## src/usart_irq_cfg.svh

```systemverilog
// Purpose: Constants of the serial port interrupt mask block.
// Assumes: Byte addresses on a 32-bit Avalon-MM slave.
// Notes: Bit positions are shared by the set, clear and mask views.
`ifndef USART_IRQ_CFG_SVH
`define USART_IRQ_CFG_SVH

`define OFS_ENABLE_SET 32'h4002_4008
`define OFS_ENABLE_CLEAR 32'h4002_400c
`define OFS_MASK_IMAGE 32'h4002_4010
`define OFS_EVENT_STATUS 32'h4002_4100
`define OFS_EVENT_CLEAR 32'h4002_4104

`define MODE_SPI_MASTER 4'he
`define MODE_SPI_SLAVE 4'hf

`define BIT_RX_READY 0
`define BIT_TX_READY 1
`define BIT_RX_BREAK 2
`define BIT_RX_BUF_END 3
`define BIT_TX_BUF_END 4
`define BIT_OVERRUN 5
`define BIT_STOP_ERR 6
`define BIT_PARITY_ERR 7
`define BIT_RX_TIMEOUT 8
`define BIT_TX_EMPTY 9
`define BIT_UNDERRUN 10
`define BIT_TX_BUF_EMPTY 11
`define BIT_RX_BUF_FULL 12
`define BIT_CTS_CHANGE 19

`define CHAR_USED_BITS 32'h0008_1bff
`define SPI_USED_BITS 32'h0000_1e3b
`define MASK_RESET 32'h0000_0000
`define WORD_ZERO 32'h0000_0000

`endif

```

## src/usart_irq_pkg.sv

```systemverilog
// Purpose: Types shared by the interrupt mask block.
// Assumes: Constants come from usart_irq_cfg.svh.
// Notes: Each design module keeps all of its state in one packed struct.
package usart_irq_pkg;

    typedef enum logic [1:0] {
        PORT_IDLE = 2'b01,
        PORT_ANSWER = 2'b10
    } port_phase_e;

    typedef struct packed {
        port_phase_e phase;
        logic [31:0] readdata;
    } port_state_s;

    typedef struct packed {
        logic [31:0] mask;
        logic [31:0] prevSrc;
        logic irq;
    } ctrl_state_s;

endpackage

```

## src/usart_irq_mask_control.sv

```systemverilog
// Purpose: Interrupt enable, disable and mask views of a serial port.
// Assumes: Status flags and the mode field come from logic on clk.
// Notes: One mask register serves both layouts; the mode picks the live bits.
//
// Decided for this implementation: the Avalon-MM slave port.
`timescale 1ns/1ps
`include "usart_irq_cfg.svh"
module usart_irq_mask_control import usart_irq_pkg::*; (
    // Clock and reset.
    input wire logic clk,
    input wire logic resetn,

    // Avalon-MM register slave.
    input wire logic [31:0] address,
    input wire logic read,
    input wire logic write,
    input wire logic [31:0] writedata,
    input wire logic [3:0] byteenable,
    output logic [31:0] readdata,
    output logic waitrequest,

    // Operating mode field of the mode register.
    input wire logic [3:0] usartMode,

    // Channel status flags, levels.
    input wire logic receiverReady,
    input wire logic transmitterReady,
    input wire logic receiveBreak,
    input wire logic receiveBufferEnd,
    input wire logic transmitBufferEnd,
    input wire logic overrun,
    input wire logic stopBitError,
    input wire logic parityError,
    input wire logic rxIdleTimeout,
    input wire logic transmitterEmpty,
    input wire logic transmitBufferEmpty,
    input wire logic receiveBufferFull,
    input wire logic clearToSendChange,

    // Underrun event and status reset command, pulses.
    input wire logic spiUnderrunEvent,
    input wire logic resetStatusCmd,

    // Flag and request outputs.
    output logic underrunFlag,
    output logic irq
);

    ////////////////////////////////////////////////////////////////////////////////
    // Mode decoding.

    // True while the mode field selects SPI master or SPI slave.
    function automatic logic isSpi(input logic [3:0] mode);
        return (mode == `MODE_SPI_MASTER) || (mode == `MODE_SPI_SLAVE);
    endfunction

    // Bits that carry a source in the selected layout.
    function automatic logic [31:0] liveBits(input logic spi);
        // Buffer end, empty and full bits sit in both masks.
        return spi ? `SPI_USED_BITS : `CHAR_USED_BITS;
    endfunction

    // True when a write to the given address is an accepted write to that register.
    function automatic logic hitWrite(
        input logic strobe,
        input logic [31:0] addr,
        input logic [31:0] target
    );
        return strobe && (addr == target);
    endfunction

    ////////////////////////////////////////////////////////////////////////////////
    // Declarations.

    ctrl_state_s state;
    ctrl_state_s next_state;

    logic spiSel;
    logic [31:0] live;
    logic [31:0] srcVec;
    logic [31:0] eventSet;
    logic [31:0] eventClear;
    logic [31:0] events;
    logic [31:0] readValue;
    logic writeStrobe;
    logic [31:0] writeBits;
    logic underrunSet;
    logic underrunClear;

    ////////////////////////////////////////////////////////////////////////////////
    // Bus front end.

    avalon_reg_port busPort (
        .clk(clk),
        .resetn(resetn),
        .read(read),
        .write(write),
        .writedata(writedata),
        .byteenable(byteenable),
        .readdata(readdata),
        .waitrequest(waitrequest),
        .readValue(readValue),
        .writeStrobe(writeStrobe),
        .writeBits(writeBits)
    );

    ////////////////////////////////////////////////////////////////////////////////
    // Underrun flag.

    // The flag records any underrun, whatever the mode, so that a mode change
    // cannot hide an error that has already happened.
    assign underrunSet = spiUnderrunEvent;
    assign underrunClear = resetStatusCmd;

    sticky_bits #(
        .WIDTH(1)
    ) underrunReg (
        .clk(clk),
        .resetn(resetn),
        .setBits(underrunSet),
        .clearBits(underrunClear),
        .bits(underrunFlag)
    );

    ////////////////////////////////////////////////////////////////////////////////
    // Event latches.

    // Rising edges of live sources are caught here so that software still sees a
    // source that came and went between two polls. Write one to clear.
    sticky_bits #(
        .WIDTH(32)
    ) eventReg (
        .clk(clk),
        .resetn(resetn),
        .setBits(eventSet),
        .clearBits(eventClear),
        .bits(events)
    );

    ////////////////////////////////////////////////////////////////////////////////
    // Source placement, decode and next state.

    always_comb begin
        next_state = state;
        spiSel = isSpi(usartMode);
        live = liveBits(spiSel);

        srcVec = `WORD_ZERO;
        srcVec[`BIT_RX_READY] = receiverReady;
        srcVec[`BIT_TX_READY] = transmitterReady;
        srcVec[`BIT_RX_BREAK] = receiveBreak;
        srcVec[`BIT_RX_BUF_END] = receiveBufferEnd;
        srcVec[`BIT_TX_BUF_END] = transmitBufferEnd;
        srcVec[`BIT_OVERRUN] = overrun;
        srcVec[`BIT_STOP_ERR] = stopBitError;
        srcVec[`BIT_PARITY_ERR] = parityError;
        srcVec[`BIT_RX_TIMEOUT] = rxIdleTimeout;
        srcVec[`BIT_TX_EMPTY] = transmitterEmpty;
        srcVec[`BIT_UNDERRUN] = underrunFlag;
        srcVec[`BIT_TX_BUF_EMPTY] = transmitBufferEmpty;
        srcVec[`BIT_RX_BUF_FULL] = receiveBufferFull;
        srcVec[`BIT_CTS_CHANGE] = clearToSendChange;
        // Sources without a place in the current layout never reach the request.
        srcVec = srcVec & live;

        eventSet = srcVec & ~state.prevSrc;
        eventClear = hitWrite(writeStrobe, address, `OFS_EVENT_CLEAR) ?
            writeBits : `WORD_ZERO;
        next_state.prevSrc = srcVec;

        // Bits with no source in the current layout ignore both ports, so a
        // masked value survives a trip through the other layout.
        if (hitWrite(writeStrobe, address, `OFS_ENABLE_SET)) begin
            next_state.mask = state.mask | (writeBits & live);
        end else if (hitWrite(writeStrobe, address, `OFS_ENABLE_CLEAR)) begin
            next_state.mask = state.mask & ~(writeBits & live);
        end

        case (address)
            `OFS_MASK_IMAGE: begin
                readValue = state.mask & live;
            end
            `OFS_EVENT_STATUS: begin
                readValue = events;
            end
            default: begin
                // Write-only ports and unmapped words read as zero.
                readValue = `WORD_ZERO;
            end
        endcase

        // Registered so that the request line is free of decode glitches; it costs
        // one cycle of latency after a flag or the mask changes.
        next_state.irq = |((srcVec | (events & live)) & state.mask & live);
    end

    ////////////////////////////////////////////////////////////////////////////////
    // State register.

    always_ff @(posedge clk) begin
        if (!resetn) begin
            state <= '{mask: `MASK_RESET, prevSrc: `WORD_ZERO, irq: 1'b0};
        end else begin
            state <= next_state;
        end
    end

    assign irq = state.irq;

endmodule

```

## src/sticky_bits.sv

```systemverilog
// Purpose: A row of sticky flags with a set and a clear vector.
// Assumes: Set and clear are single-cycle vectors from the same clock.
// Notes: A set and a clear in the same cycle leave the flag set.
`timescale 1ns/1ps
module sticky_bits #(
    parameter int WIDTH = 32
) (
    // Clock and reset.
    input wire logic clk,
    input wire logic resetn,
    // Flag control.
    input wire logic [WIDTH-1:0] setBits,
    input wire logic [WIDTH-1:0] clearBits,
    // Flag image.
    output logic [WIDTH-1:0] bits
);
    typedef struct packed {
        logic [WIDTH-1:0] bits;
    } sticky_state_s;

    sticky_state_s state;
    sticky_state_s next_state;

    always_comb begin
        next_state = state;
        // The set term is applied last so that an event is never lost to a clear.
        next_state.bits = (state.bits & ~clearBits) | setBits;
    end

    always_ff @(posedge clk) begin
        if (!resetn) begin
            state <= '0;
        end else begin
            state <= next_state;
        end
    end

    assign bits = state.bits;
endmodule

```

## src/avalon_reg_port.sv

```systemverilog
// Purpose: Avalon-MM slave front end with one wait state per access.
// Assumes: The master holds its request until waitrequest is seen low.
// Notes: Write data is returned with disabled byte lanes forced to zero.
`timescale 1ns/1ps
`include "usart_irq_cfg.svh"
module avalon_reg_port import usart_irq_pkg::*; (
    // Clock and reset.
    input wire logic clk,
    input wire logic resetn,
    // Avalon-MM slave.
    input wire logic read,
    input wire logic write,
    input wire logic [31:0] writedata,
    input wire logic [3:0] byteenable,
    output logic [31:0] readdata,
    output logic waitrequest,
    // Register side.
    input wire logic [31:0] readValue,
    output logic writeStrobe,
    output logic [31:0] writeBits
);
    port_state_s state;
    port_state_s next_state;

    always_comb begin
        next_state = state;
        writeBits = `WORD_ZERO;
        for (int i = 0; i < 4; i++) begin
            writeBits[i*8 +: 8] = byteenable[i] ? writedata[i*8 +: 8] : 8'h00;
        end
        case (state.phase)
            PORT_IDLE: begin
                if (read || write) begin
                    next_state.phase = PORT_ANSWER;
                    // Read data is captured here so that it stands when waitrequest drops.
                    next_state.readdata = read ? readValue : `WORD_ZERO;
                end
            end
            PORT_ANSWER: begin
                next_state.phase = PORT_IDLE;
            end
            default: begin
                next_state.phase = PORT_IDLE;
            end
        endcase
    end

    always_ff @(posedge clk) begin
        if (!resetn) begin
            state <= '{phase: PORT_IDLE, readdata: `WORD_ZERO};
        end else begin
            state <= next_state;
        end
    end

    assign waitrequest = (read || write) && (state.phase != PORT_ANSWER);
    assign writeStrobe = write && (state.phase == PORT_ANSWER);
    assign readdata = state.readdata;
endmodule

```

## config.mk

```make
export PLATFORM = sky130hd
export DESIGN_NAME = usart_irq_mask_control
export DESIGN_NICKNAME = d
export VERILOG_FILES = /design/src/usart_irq_pkg.sv /design/src/usart_irq_mask_control.sv /design/src/sticky_bits.sv /design/src/avalon_reg_port.sv
export VERILOG_INCLUDE_DIRS = /design/src
export SDC_FILE = /design/constraint.sdc
export NUM_CORES = 1
export LEC_CHECK = 0
export BUFFER_PORTS_ARGS = -buffer_cell sky130_fd_sc_hd__buf_2
export CAP_MARGIN = 30
export CORE_UTILIZATION = 35
export DETAILED_ROUTE_END_ITERATION = 8
export GPL_TIMING_DRIVEN = 0
export PLACE_DENSITY_LB_ADDON = 0.05
export REMOVE_ABC_BUFFERS = 1
export SLEW_MARGIN = 15
export SYNTH_ARGS = -nofsm -noshare
export SYNTH_HDL_FRONTEND = slang
export SYNTH_SLANG_ARGS = --single-unit
```

## constraint.sdc

```tcl
create_clock -name clk -period 2.1 [get_ports clk]
set_clock_uncertainty 0.05 [all_clocks]
set_input_delay 0 -clock clk [delete_from_list [all_inputs] [get_ports clk]]
set_output_delay 0 -clock clk [all_outputs]
set_load 0.01 [all_outputs]
```

======== Word level (Yosys, flattened, before mapping) ========
Index checks and enable logic that the tools add are counted.
word-level totals
  register bits ........................... 132
  bits in writable memories ............... 0
  memories ................................ 0
  bits in latches ......................... 0
  output and inout port bits .............. 35
  bits of input ports ..................... 91
  bits in read-only memories .............. 0
  word-level logic and storage cells ...... 56
operators by class
  multiply operators ...................... 0
  divide/modulo/power cells ............... 0
  reductions and logical operators ........ 11
  multiplexer cells ....................... 10
  bitwise gates (word level) .............. 18
  $add $sub $neg .......................... 0
  shift operators ......................... 0
  order comparisons ....................... 0
  equality and inequality tests ........... 10
operator list
  kind                                                                      number
  32-bit by 31-bit equality test with 1-bit output (second input constant)  5
  32-bit by 20-bit AND with 32-bit output                                   4
  32-bit 2-to-1 mux                                                         4
  32-bit AND                                                                3
  32-bit inverter                                                           3
  32-bit OR                                                                 2
  32-bit case mux with 2 select lines                                       1
  20-bit by 32-bit AND with 32-bit output                                   1
  8-bit 2-to-1 mux                                                          4
  20-bit by 32-bit OR with 32-bit output                                    1
  32-bit OR reduction                                                       1
  20-bit AND                                                                1
  20-bit 2-to-1 mux                                                         1
  4-bit equality test (second input constant)                               2
  1-bit logical AND                                                         5
  2-bit AND reduction                                                       2
  2-bit by 1-bit equality test with 1-bit output (second input constant)    1
  2-bit equality test (second input constant)                               1
  1-bit logical OR                                                          2
  2-bit != test (second input constant)                                     1
  2-bit nonzero test                                                        1
  1-bit AND                                                                 1
  1-bit inverter                                                            1
  1-bit OR                                                                  1

======== Depth between registers and ports, before layout ========
Gate-level depths: netlist of the first run.
  word-level depth ........................ 8
  mapped depth ............................ 7
  depth with buffers taken out ............ 4

======== Cells and area by module ========
From an unflattened synthesis of the first run, not the netlist that was laid out.
unflattened totals
  cell total of the unflattened synthesis .. 500
  area total of the unflattened synthesis .. 4,667.0 um2
by module, submodules not included
  module                     cells an instance  times used  area an instance (um2)  seq. area each (um2)
  usart_irq_mask_control     252                1           1,971.9                 580.6
  avalon_reg_port            146                1           1,539.0                 680.7
  sticky_bits (eventReg)     99                 1           1,114.8                 640.6
  sticky_bits (underrunReg)  3                  1           41.3                    20.0

======== Least setup slack after synthesis of the first run ========
No wires, ideal clock.
  kind .................................... reg-to-reg
  start ................................... register busPort.state[32] (netlist bit)
  end ..................................... register with a tool-made name
  stages on the path, launching flop included .. 6
  required time ........................... 1.931 ns
  data arrival time ....................... 1.696 ns
  buffers on the path ..................... 1
  library setup time ...................... 0.119 ns
  slack ................................... 0.235 ns
  period minus slack after synthesis ...... 1.865 ns
  path through ............................ dfxtp_1 -> nor4bb_1 -> nand2_1 -> or4b_1 -> buf_2 -> o221a_1
RTL lines
  what                    RTL line               source
  from (decl)             avalon_reg_port.sv:22  port_state_s state;
  from (signal assigned)  avalon_reg_port.sv:50  state <= '{phase: PORT_IDLE, readdata: `WORD_ZERO};
  from (signal assigned)  avalon_reg_port.sv:52  state <= next_state;

==> results of run 1 <==
==> worst max-delay path by stage <==
stage                                 start             endpoint  slack (ps)  cells past startpoint
after CTS                 busPort.state[32]             register          20                      4
final                     busPort.state[32]             register         110                      4
after global placement               resetn  busPort.readdata[8]       -1850                      5
after global routing      busPort.state[32]             register          10                      4
after floorplan           busPort.state[32]    eventReg.bits[13]        -340                      4
after detailed placement         address[9]  busPort.readdata[4]       -1100                      5
==> final cells by class <==
class | count | share of cell area [%]
Inverter | 43 | 2.819
Clock buffer | 13 | 4.545
Clock inverter | 3 | 0.6993
Timing Repair Buffer | 173 | 20.08
Multi-Input combinational cell | 318 | 34.62
Tap cell | 168 | 3.671
Sequential cell | 96 | 33.57
==> critical path: stages, from the launching register on <==
cell and delay (ps):
dfxtp_1 340, nor4bb_4 350, nand2_1 90, or4b_1 700, o221a_1 340
==> power by group through the flow <==
stage	Sequential [mW]	Combinational, mW	Clock, mW
floorplan	1.92	0.116	0
global placement	1.92	0.293	0
detailed placement	1.92	0.315	0
CTS	1.88	0.374	1.72
global route	1.89	0.413	1.79
finish	1.88	0.377	1.68
==> per-stage QoR <==
| stage | util [%] | setup slack, ps |
|---|---|---|
| global route | 46.89 | 14.00 |
| CTS | 46.73 | 16.69 |
| global placement | 39.71 | -1851 |
| detailed placement | 40.76 | -1096 |
| floorplan | - | -339.6 |
| finish | 46.89 | 108.7 |
==> what timing repair did <==
| item | 4_1_cts | 5_1_grt |
|---|---|---|
| cloned | 0 | 1 |
| buffers inserted | 3 | 0 |
| endpoints found under the setup margin | 55 | 13 |
| endpoints found under the hold margin | 49 | 0 |
| hold buffers | 39 | 0 |
| gates resized for setup | 4 | 1 |
| pin swaps | 3 | 1 |
==> synthesized netlist by cell type, drive strengths merged (2+ instances only) <==
cell / instances / share of area [%]
and3: 4 / 0.56
o221a: 8 / 2.0
dfxtp: 96 / 43
a32oi: 14 / 2.8
nor2: 6 / 0.51
nor2b: 4 / 0.56
nor3: 25 / 3.2
buf: 45 / 6.8
o21ai: 28 / 3.2
nor4: 23 / 3.6
a211oi: 5 / 0.84
nand3: 23 / 2.6
or4b: 3 / 0.76
nand4: 31 / 4.4
nand2: 63 / 5.3
or4: 15 / 2.5
and4: 2 / 0.39
a31oi: 3 / 0.42
nor4b: 3 / 0.59
o32ai: 14 / 2.8
a41oi: 16 / 3.2
inv: 43 / 3.6
clkbuf: 33 / 2.8
a21oi: 20 / 2.3
==> metal layers <==
layer	GRT usage, %	wire, µm	up-vias	part of all wire (%)
met1	29.57	6687	2049	46
li1	-	-	2160	-
met2	37.33	6866	135	47
met4	6.753	210	0	1.4
met5	0	0	-	0
met3	5.029	819	13	5.6
==> cells by family after synthesis <==
kind of cell | synth area share, %
multiplexers | 0.2252
flip-flops | 43.23
AO/OA/AOI/OAI | 17.70
AND/OR/NAND/NOR | 25.61
buffers and inverters | 13.23
==> metrics.md, run 1 <==
| Metric | Value |
|---|---|
| Status | finished clean |
| DP HPWL | 9256 µm |
| Clock sink total | 96 |
| Most frequent cells in the layout | buf_2 (124), dfxtp_1 (96), nand2_1 (63) |
| Remaining antenna violation count | 0 |
| Area growth syn-to-layout | 28.79% |
| Die ar. | 13,160 µm² |
| Num CTS Buffers | 9 |
| Pwr/cell area | 689.2 nW/µm² |
| Register area | slightly below 2000 µm² |
| Commonest non-fill, non-tap cell in the layout | buf_2 |
| Net Sw Frac | 23.56% |
| Top_reg_cell synth | dfxtp_1 |
| Max frequency | 502.2 MHz |
| Fill cells | between 1k and 1.5k |
| Worst-margin pin slew | slightly below 800 ps |
| Final Max Tran Viols | 0 |
| Placer congestion estimate | slightly below 0.8 |
| CORE AREA | 12,210 µm² |
| Ys async rst share | 0% |
| Area of the multi-input gates | 1982 µm² |
| Post-route insts no fill | 814 |
| Initial DRC count | 309 |
| DRT Pass-1 Iters | 5 |
| Die H | 114.7 µm |
| Avg WL per Cell | 17.92 µm |
| Seq pwr share | 47.8% |
| Total Routed Length | between 10,000 and 15,000 µm |
| Initial antenna violation count | 0 |
| Overall routing resource usage | between 20% and 30% |
| Register-to-register setup slack | 110 ps |
| Hold Fails Final Rpt | 0 |
| Ant diodes | 0 |
| Critical path capture point type | register |
| Kind of critical path | register to register |
| Syn Area/Cell | 8.325 µm² |
| First-pass GRT wire length | ~22,000 µm |
| Via density | 5.353 |
| CTS H-tree depth | 3 |
| DP Area | approximately 5000 µm² |
| Largest net degree at the start of global routing | 41 |
| Combinational share of power | 9.5% |
| R2R depth | 4 |
| Synth Register Bits | 96 |
| Setup-failing EPs final | 0 |
| Crit path DAT | around 2200 ps |
| CTS Root Cell | clkbuf_16 |
| Initial cell density of the core | 36.40% |
| Chip width | 114.7 µm |
| Maximum vdd drop | ~390 µV |
| Internal power | 3.016 mW |
| RSZ-0062 raised after global routing | no |
| Worst-Skew Late Latency | 350 ps |
| Synth warnings | 0 |
| Max cap viols | 0 |
| # port buffers | 124 |
| Clk slew on worst S/H paths | 70 ps |
| Fraction of power consumed by the clock network | between 40 and 50% |
| Crit path required time | around 2300 ps |
| Hold path depth | 3 |
| Vias in the first global route | between 4k and 5k |
| Hold Crit Class | input pin to register |
| DRC | 0 |
| Syn Inst Count | 534 |
| Total power | 3.946 mW |
| Final Cycle Share | 94.83% |
| Design Area, Final | 5725 µm² |
| Crit start category | register |
| Worst rel slew slack | 48.24% |
| Setup TNS | 0 ps |
| Total gr overflow | 0 |
| CTS tree | built |
| Via Count | 4,357 |
| Rows | 40 |
| NetSw | 929.5 µW |
| Final #Nets | 732 |
| Static Leakage | 2.301 nW |
| Sequential element share of the synthesized area | a little over two fifths |
| Post-synth EDFFs | 0 |
| I/O pin cnt | 126 |
| Worst-path fanout max | 8 |
| Layout cells sized above 1 | 25.08% |
| Distinct cells, synth | 40 |
| Worst hold slack | 4.850 ps |
| Reg2reg start | busPort.state[32] |
| Mapped cell area | 4446 µm² |
| Cell count after placement | about 760 |
| Hold_sp | writedata[12] |
| CTS Buffer Depth | 2 |
| Fin crit period | 1991 ps |
No activity file was read; power rests on OpenSTA's default activity.
==> inputs of run 2 (changes only) <==
--- a/config.mk
+++ b/config.mk
@@ -8,7 +8,9 @@
 export LEC_CHECK = 0
 export BUFFER_PORTS_ARGS = -buffer_cell sky130_fd_sc_hd__buf_2
 export CAP_MARGIN = 30
-export CORE_UTILIZATION = 35
+export CELL_PAD_IN_SITES_DETAIL_PLACEMENT = 1
+export CELL_PAD_IN_SITES_GLOBAL_PLACEMENT = 2
+export CORE_UTILIZATION = 30
 export DETAILED_ROUTE_END_ITERATION = 8
 export GPL_TIMING_DRIVEN = 0
 export PLACE_DENSITY_LB_ADDON = 0.05
==> run 2 against run 1 <==
Register-to-register slack gained 60 ps. Total power shrank 2.9%. Combinational power grew 2%. First-iteration DRC count shrank 11%. Clock-buffer cell count shrank 1. Die area grew 16%. Sequential share of layout area shrank 0.31 points.
==> metrics.md, run 2 (synthesis results as in run 1) <==
| Metric | Value |
|---|---|
| Clk slew on worst S/H paths | 70 ps (about the same) |
| Initial cell density of the core | 30.70% (-5.7 points) |
| Num CTS Buffers | 9 (unchanged) |
| Hold_sp | writedata[9] |
| Most frequent cells in the layout | buf_2 (124), dfxtp_1 (96), nand2_1 (63) |
| CORE AREA | 14,480 µm² (+19%) |
| I/O pin cnt | 126 (unchanged) |
| Largest net degree at the start of global routing | 39 (-4.9%) |
| Critical path capture point type | register |
| Net Sw Frac | 25.11% (+1.5 points) |
| Worst rel slew slack | 43.83% (-4.4 points) |
| CTS H-tree depth | 3 (unchanged) |
| Commonest non-fill, non-tap cell in the layout | buf_2 |
| Ant diodes | 0 (unchanged) |
| Total Routed Length | 16,260 µm (+12%) |
| CTS Root Cell | clkbuf_16 |
| DRC | 0 (unchanged) |
| Vias in the first global route | 4,508 (+7.6%) |
| # port buffers | 124 (unchanged) |
| Worst-margin pin slew | 841.7 ps (+66.17 ps) |
| Crit path required time | 2290 ps (about the same) |
| Worst-Skew Late Latency | 350 ps (about the same) |
| Crit path DAT | 2120 ps (-60 ps) |
| Seq pwr share | 49.2% (+1.4 points) |
| Static Leakage | 2.305 nW (+0.19%) |
| Cell count after placement | 771 (+2.1%) |
| Hold Crit Class | input pin to register |
| Register-to-register setup slack | 170 ps (+60 ps) |
| Layout Utilization | 39.91% (-7.0 points) |
| Status | finished clean |
| DP HPWL | 10,710 µm (+16%) |
| Placer congestion estimate | 0.7425 (-3.5%) |
| Global-route layer with the greatest usage | met2 |
| Fraction of power consumed by the clock network | 40.8% (-1.9 points) |
| Die ar. | 15,310 µm² (+16%) |
| DRT Pass-1 Iters | 4 (-1) |
| Via density | 5.330 (-0.42%) |
| Final #Nets | 738 (+0.82%) |
| Combinational share of power | 10.0% (+0.5 points) |
| Initial antenna violation count | 0 (unchanged) |
| Post-route insts no fill | 836 (+2.7%) |
| Worst-path fanout max | 8 (unchanged) |
| Clock sink total | 96 (unchanged) |
| Post-route worst setup slack | 169.7 ps (+61.03 ps) |
| Max cap viols | 0 (unchanged) |
| Maximum vdd drop | 384.8 µV (-2.1%) |
| Worst slack, placed | -1252 ps (-155.5 ps) |
| Die H | 123.7 µm (+7.9%) |
| Chip width | 123.7 µm (+7.9%) |
| Met3 layer usage reported by global route | 3.800% (-1.2 points) |
| Avg WL per Cell | 19.45 µm (+8.6%) |
| Total gr overflow | 0 (unchanged) |
| Final Cycle Share | 91.92% (-2.9 points) |
| NetSw | 962.0 µW (+3.5%) |
| Kind of critical path | register to register |
| Via Count | 4,456 (+2.3%) |
| Layout cells sized above 1 | 25.77% (+0.69 points) |
| First-pass GRT wire length | 24,920 µm (+11%) |
| Met1 usage | 29.01% (-0.56 points) |
| Final Max Tran Viols | 0 (unchanged) |
| Overall routing resource usage | 21.99% (-0.63 points) |
| CTS Buffer Depth | 2 (unchanged) |
| Fin crit period | 1930 ps (-61.03 ps) |
| Hold path depth | 3 (unchanged) |
| Area growth syn-to-layout | 29.97% |
| Max frequency | 518.0 MHz (+3.2%) |
| Reg2reg start | busPort.state[32] |
| Hold Fails Final Rpt | 0 (unchanged) |
| Pwr/cell area | 663.2 nW/µm² (-3.8%) |
| Met2 Usage GRT | 36.67% (-0.67 points) |
| Remaining antenna violation count | 0 (unchanged) |
| Rows | 44 (+10%) |
| CTS tree | built |
| Initial DRC count | 275 (-11%) |
| Setup TNS | 0 ps (unchanged) |
| Setup-failing EPs final | 0 (unchanged) |
| Internal power | 2.870 mW (-4.9%) |
| R2R depth | 4 (unchanged) |
| RSZ-0062 raised after global routing | no |
| Crit start category | register |
==> run 2: worst max path at each step <==
stage / depth (start not counted) / end / startpoint / slack (ps)
2_1_floorplan: 4 / eventReg.bits[13] / busPort.state[32] / -340
3_3_place_gp: 5 / busPort.readdata[9] / resetn / -2020
3_5_place_dp: 5 / busPort.readdata[4] / address[9] / -1250
4_1_cts: 4 / register / busPort.state[32] / 10
5_1_grt: 4 / register / busPort.state[32] / 80
6_report: 4 / register / busPort.state[32] / 170
==> run 2: power by group through the flow <==
stage	Clock (mW)	Sequential [mW]	Combinational [mW]
2_1_floorplan	0	1.92	0.116
3_3_place_gp	0	1.92	0.302
3_5_place_dp	0	1.93	0.325
4_1_cts	1.62	1.88	0.386
5_1_grt	1.70	1.89	0.423
6_report	1.56	1.88	0.384
==> run 2: area by class of cell <==
| cell class | count | area, µm² |
|---|---|---|
| clock inverters | 4 | 30.03 |
| clock buffers | 12 | 246.5 |
| repair buffers | 180 | 1222 |
| flip-flops and latches | 96 | 1922 |
| well taps | 184 | 230.2 |
| inverters | 43 | 161.4 |
| fillers | 1731 | 8701 |
| multi-input cells | 317 | 1966 |
==> run 2: per-stage QoR <==
step	total power, mW	hold slack [ps]	instance area (µm²)
after detailed placement	2.251	157.4	5002
after global routing	4.007	20.16	5778
after floorplan	2.037	42.91	4019
after global placement	2.225	154.3	4870
final	3.832	5.756	5778
after CTS	3.890	2.130	5747
==> run 2: timing repair <==
action                     CTS  global route
hold buffers                40             0
hold endpoints to repair    49             0
setup endpoints to repair   59            17
setup buffers                7             2
pin swaps                    4             2
gates cloned                 0             0
gates resized for setup      3             1
==> run 2: layer usage <==
| layer | vias to the layer above | part of all wire, % |
|---|---|---|
| met1 | 2172 | 47 |
| met4 | 0 | 1.2 |
| met5 | - | 0 |
| li1 | 2167 | - |
| met2 | 105 | 48 |
| met3 | 12 | 3.9 |
==> run 2: worst max-delay path, cell delays in order (launching register included) <==
cell and delay, ps:
dfxtp_1 330, nor4bb_2 430, nand2_1 110, or4b_4 610
o221a_1 290
==> inputs of run 3 (changes only) <==
--- a/config.mk
+++ b/config.mk
@@ -14,7 +14,6 @@
 export DETAILED_ROUTE_END_ITERATION = 8
 export GPL_TIMING_DRIVEN = 0
 export PLACE_DENSITY_LB_ADDON = 0.05
-export REMOVE_ABC_BUFFERS = 1
 export SLEW_MARGIN = 15
 export SYNTH_ARGS = -nofsm -noshare
 export SYNTH_HDL_FRONTEND = slang
==> run 3 against run 2 <==
Worst hold slack gained 16 ps. Sequential share of layout area decreased by 1.6 points. Register-to-register slack got worse by 110 ps. Critical path depth increased by 2. Largest cell class unchanged.
==> metrics.md, run 3 (synthesis results as in run 1) <==
| Metric | Value |
|---|---|
| Setup-failing EPs final | 0 (unchanged) |
| Via density | 5.325 (-0.10%) |
| Clock sink total | 96 (unchanged) |
| Worst-Skew Late Latency | 360 ps (about the same) |
| Worst-path fanout max | 8 (unchanged) |
| Hold Fails Final Rpt | 0 (unchanged) |
| Avg WL per Cell | 19.88 µm (+2.2%) |
| # port buffers | 122 (-1.6%) |
| I/O pin cnt | 126 (unchanged) |
| First-pass GRT wire length | 26,830 µm (+7.7%) |
| Clk slew on worst S/H paths | 70 ps (about the same) |
| Crit path required time | 2300 ps (about the same) |
| Status | finished clean |
| Die ar. | 15,310 µm² (unchanged) |
| Static Leakage | 2.522 nW (+9.4%) |
| Ant diodes | 0 (unchanged) |
| Kind of critical path | register to register |
| Die H | 123.7 µm (unchanged) |
| Hold Crit Class | input pin to register |
| Initial DRC count | 290 (+5.5%) |
| Worst rel slew slack | 44.66% (+0.83 points) |
| Via Count | 4,771 (+7.1%) |
| Chip width | 123.7 µm (unchanged) |
| Layout cells sized above 1 | 27.25% (+1.5 points) |
| Worst-margin pin slew | 830.1 ps (-11.60 ps) |
| Num CTS Buffers | 9 (unchanged) |
| Pwr/cell area | 693.0 nW/µm² (+4.5%) |
| CTS Root Cell | clkbuf_16 |
| Overall routing resource usage | 24.18% (+2.2 points) |
| Final #Nets | 798 (+8.1%) |
| Synth Net Count | 625 |
| DP HPWL | 12,620 µm (+18%) |
| Initial cell density of the core | 30.70% (unchanged) |
| Final Max Tran Viols | 0 (unchanged) |
| Rows | 44 (unchanged) |
| Area growth syn-to-layout | 36.76% |
| Maximum vdd drop | 411.4 µV (+6.9%) |
| Crit start category | register |
| Total Routed Length | 17,810 µm (+9.5%) |
| Remaining antenna violation count | 0 (unchanged) |
| Most frequent cells in the layout | buf_2 (126), dfxtp_1 (96), nand2_1 (63) |
| CTS Buffer Depth | 2 (unchanged) |
| Max frequency | 489.5 MHz (-5.5%) |
| CTS tree | built |
| Total gr overflow | 0 (unchanged) |
| Vias in the first global route | 4,807 (+6.6%) |
| Register-to-register setup slack | 60 ps (-110 ps) |
| Critical path capture point type | register |
| Setup TNS | 0 ps (unchanged) |
| DRT Pass-1 Iters | 6 (+2) |
| Fin crit period | 2043 ps (+112.4 ps) |
| Commonest non-fill, non-tap cell in the layout | buf_2 |
| CORE AREA | 14,480 µm² (unchanged) |
| Crit path DAT | 2240 ps (+120 ps) |
| Worst hold slack | 22.09 ps (+16.34 ps) |
| Largest net degree at the start of global routing | 19 (-51%) |
| DRC | 0 (unchanged) |
| Initial antenna violation count | 0 (unchanged) |
| RSZ-0062 raised after global routing | no |
| Placer congestion estimate | 0.7984 (+7.5%) |
| CTS H-tree depth | 3 (unchanged) |
| Final Cycle Share | 97.27% (+5.4 points) |
| Max cap viols | 0 (unchanged) |
[run 3: cell types whose count changed in the layout (fill, tap and decap cells not counted), moves of 2 or more]
cell / change
buf_12: -4
clkbuf_4: +2
clkbuf_2: +7
buf_6: -2
and4_1: +2
buf_2: +2
buf_4: +27
clkinv_4: -2
and4_2: -2
clkbuf_1: +23
bufinv_16: +3
buf_1: +6
[run 3: worst max-delay path, cell delays in order (launching register included)]
cell and delay (ps):
dfxtp_1 350, nor4bb_4 310, buf_4 190, nand2_1 50
or4b_1 510, buf_4 190, o221a_1 270
[run 3: cell type report]
class,count,area [µm²]
Timing Repair Buffer,164,1026
Multi-Input combinational cell,317,1966
Clock inverter,5,103.9
Clock buffer,11,232.7
Sequential cell,96,1922
Tap cell,184,230.2
Inverter,43,161.4
Buffer,76,437.9
Fill cell,1762,8399
[run 3: path summary, 6_finish.rpt]
| path | depth (start not counted) | start | endpoint |
|---|---|---|---|
| hold / removal | 3 | writedata[0] | register |
| setup reg to reg | 6 | busPort.state[32] | register |
| setup / recovery | 6 | busPort.state[32] | register |
| hold reg to reg | 1 | state[6] | eventReg.bits[5] |
[run 3: per-stage QoR]
step	power, mW	util [%]	instance area, µm²	setup slack, ps	instances
2_1_floorplan	2.069	-	4446	234.9	534
3_3_place_gp	2.248	36.51	5286	-644.8	840
3_5_place_dp	2.260	36.51	5286	-705.1	840
4_1_cts	4.263	41.93	6071	12.48	897
5_1_grt	4.361	41.99	6080	2.270	896
6_report	4.213	41.99	6080	57.25	896
[run 3: timing repair]
item | in CTS | in global routing
hold buffers | 40 | 0
endpoints found under the setup margin | 59 | 31
setup buffers | 2 | 0
pin swaps | 2 | 0
resized for setup | 12 | 10
endpoints found under the hold margin | 51 | 0
[run 3: power breakdown]
part	switching (mW)	internal [mW]	total, mW
logic	0.230	0.164	0.394
registers	0.0211	1.86	1.89
clock network	0.765	1.17	1.93
[run 3: per-layer routing]
metal,wire length (µm),GRT usage (%),vias up
li1,-,-,2285
met1,8021,29.92,2344
met2,8757,41.81,130
met3,858,5.082,12
met4,170,7.304,0
met5,0,0,-
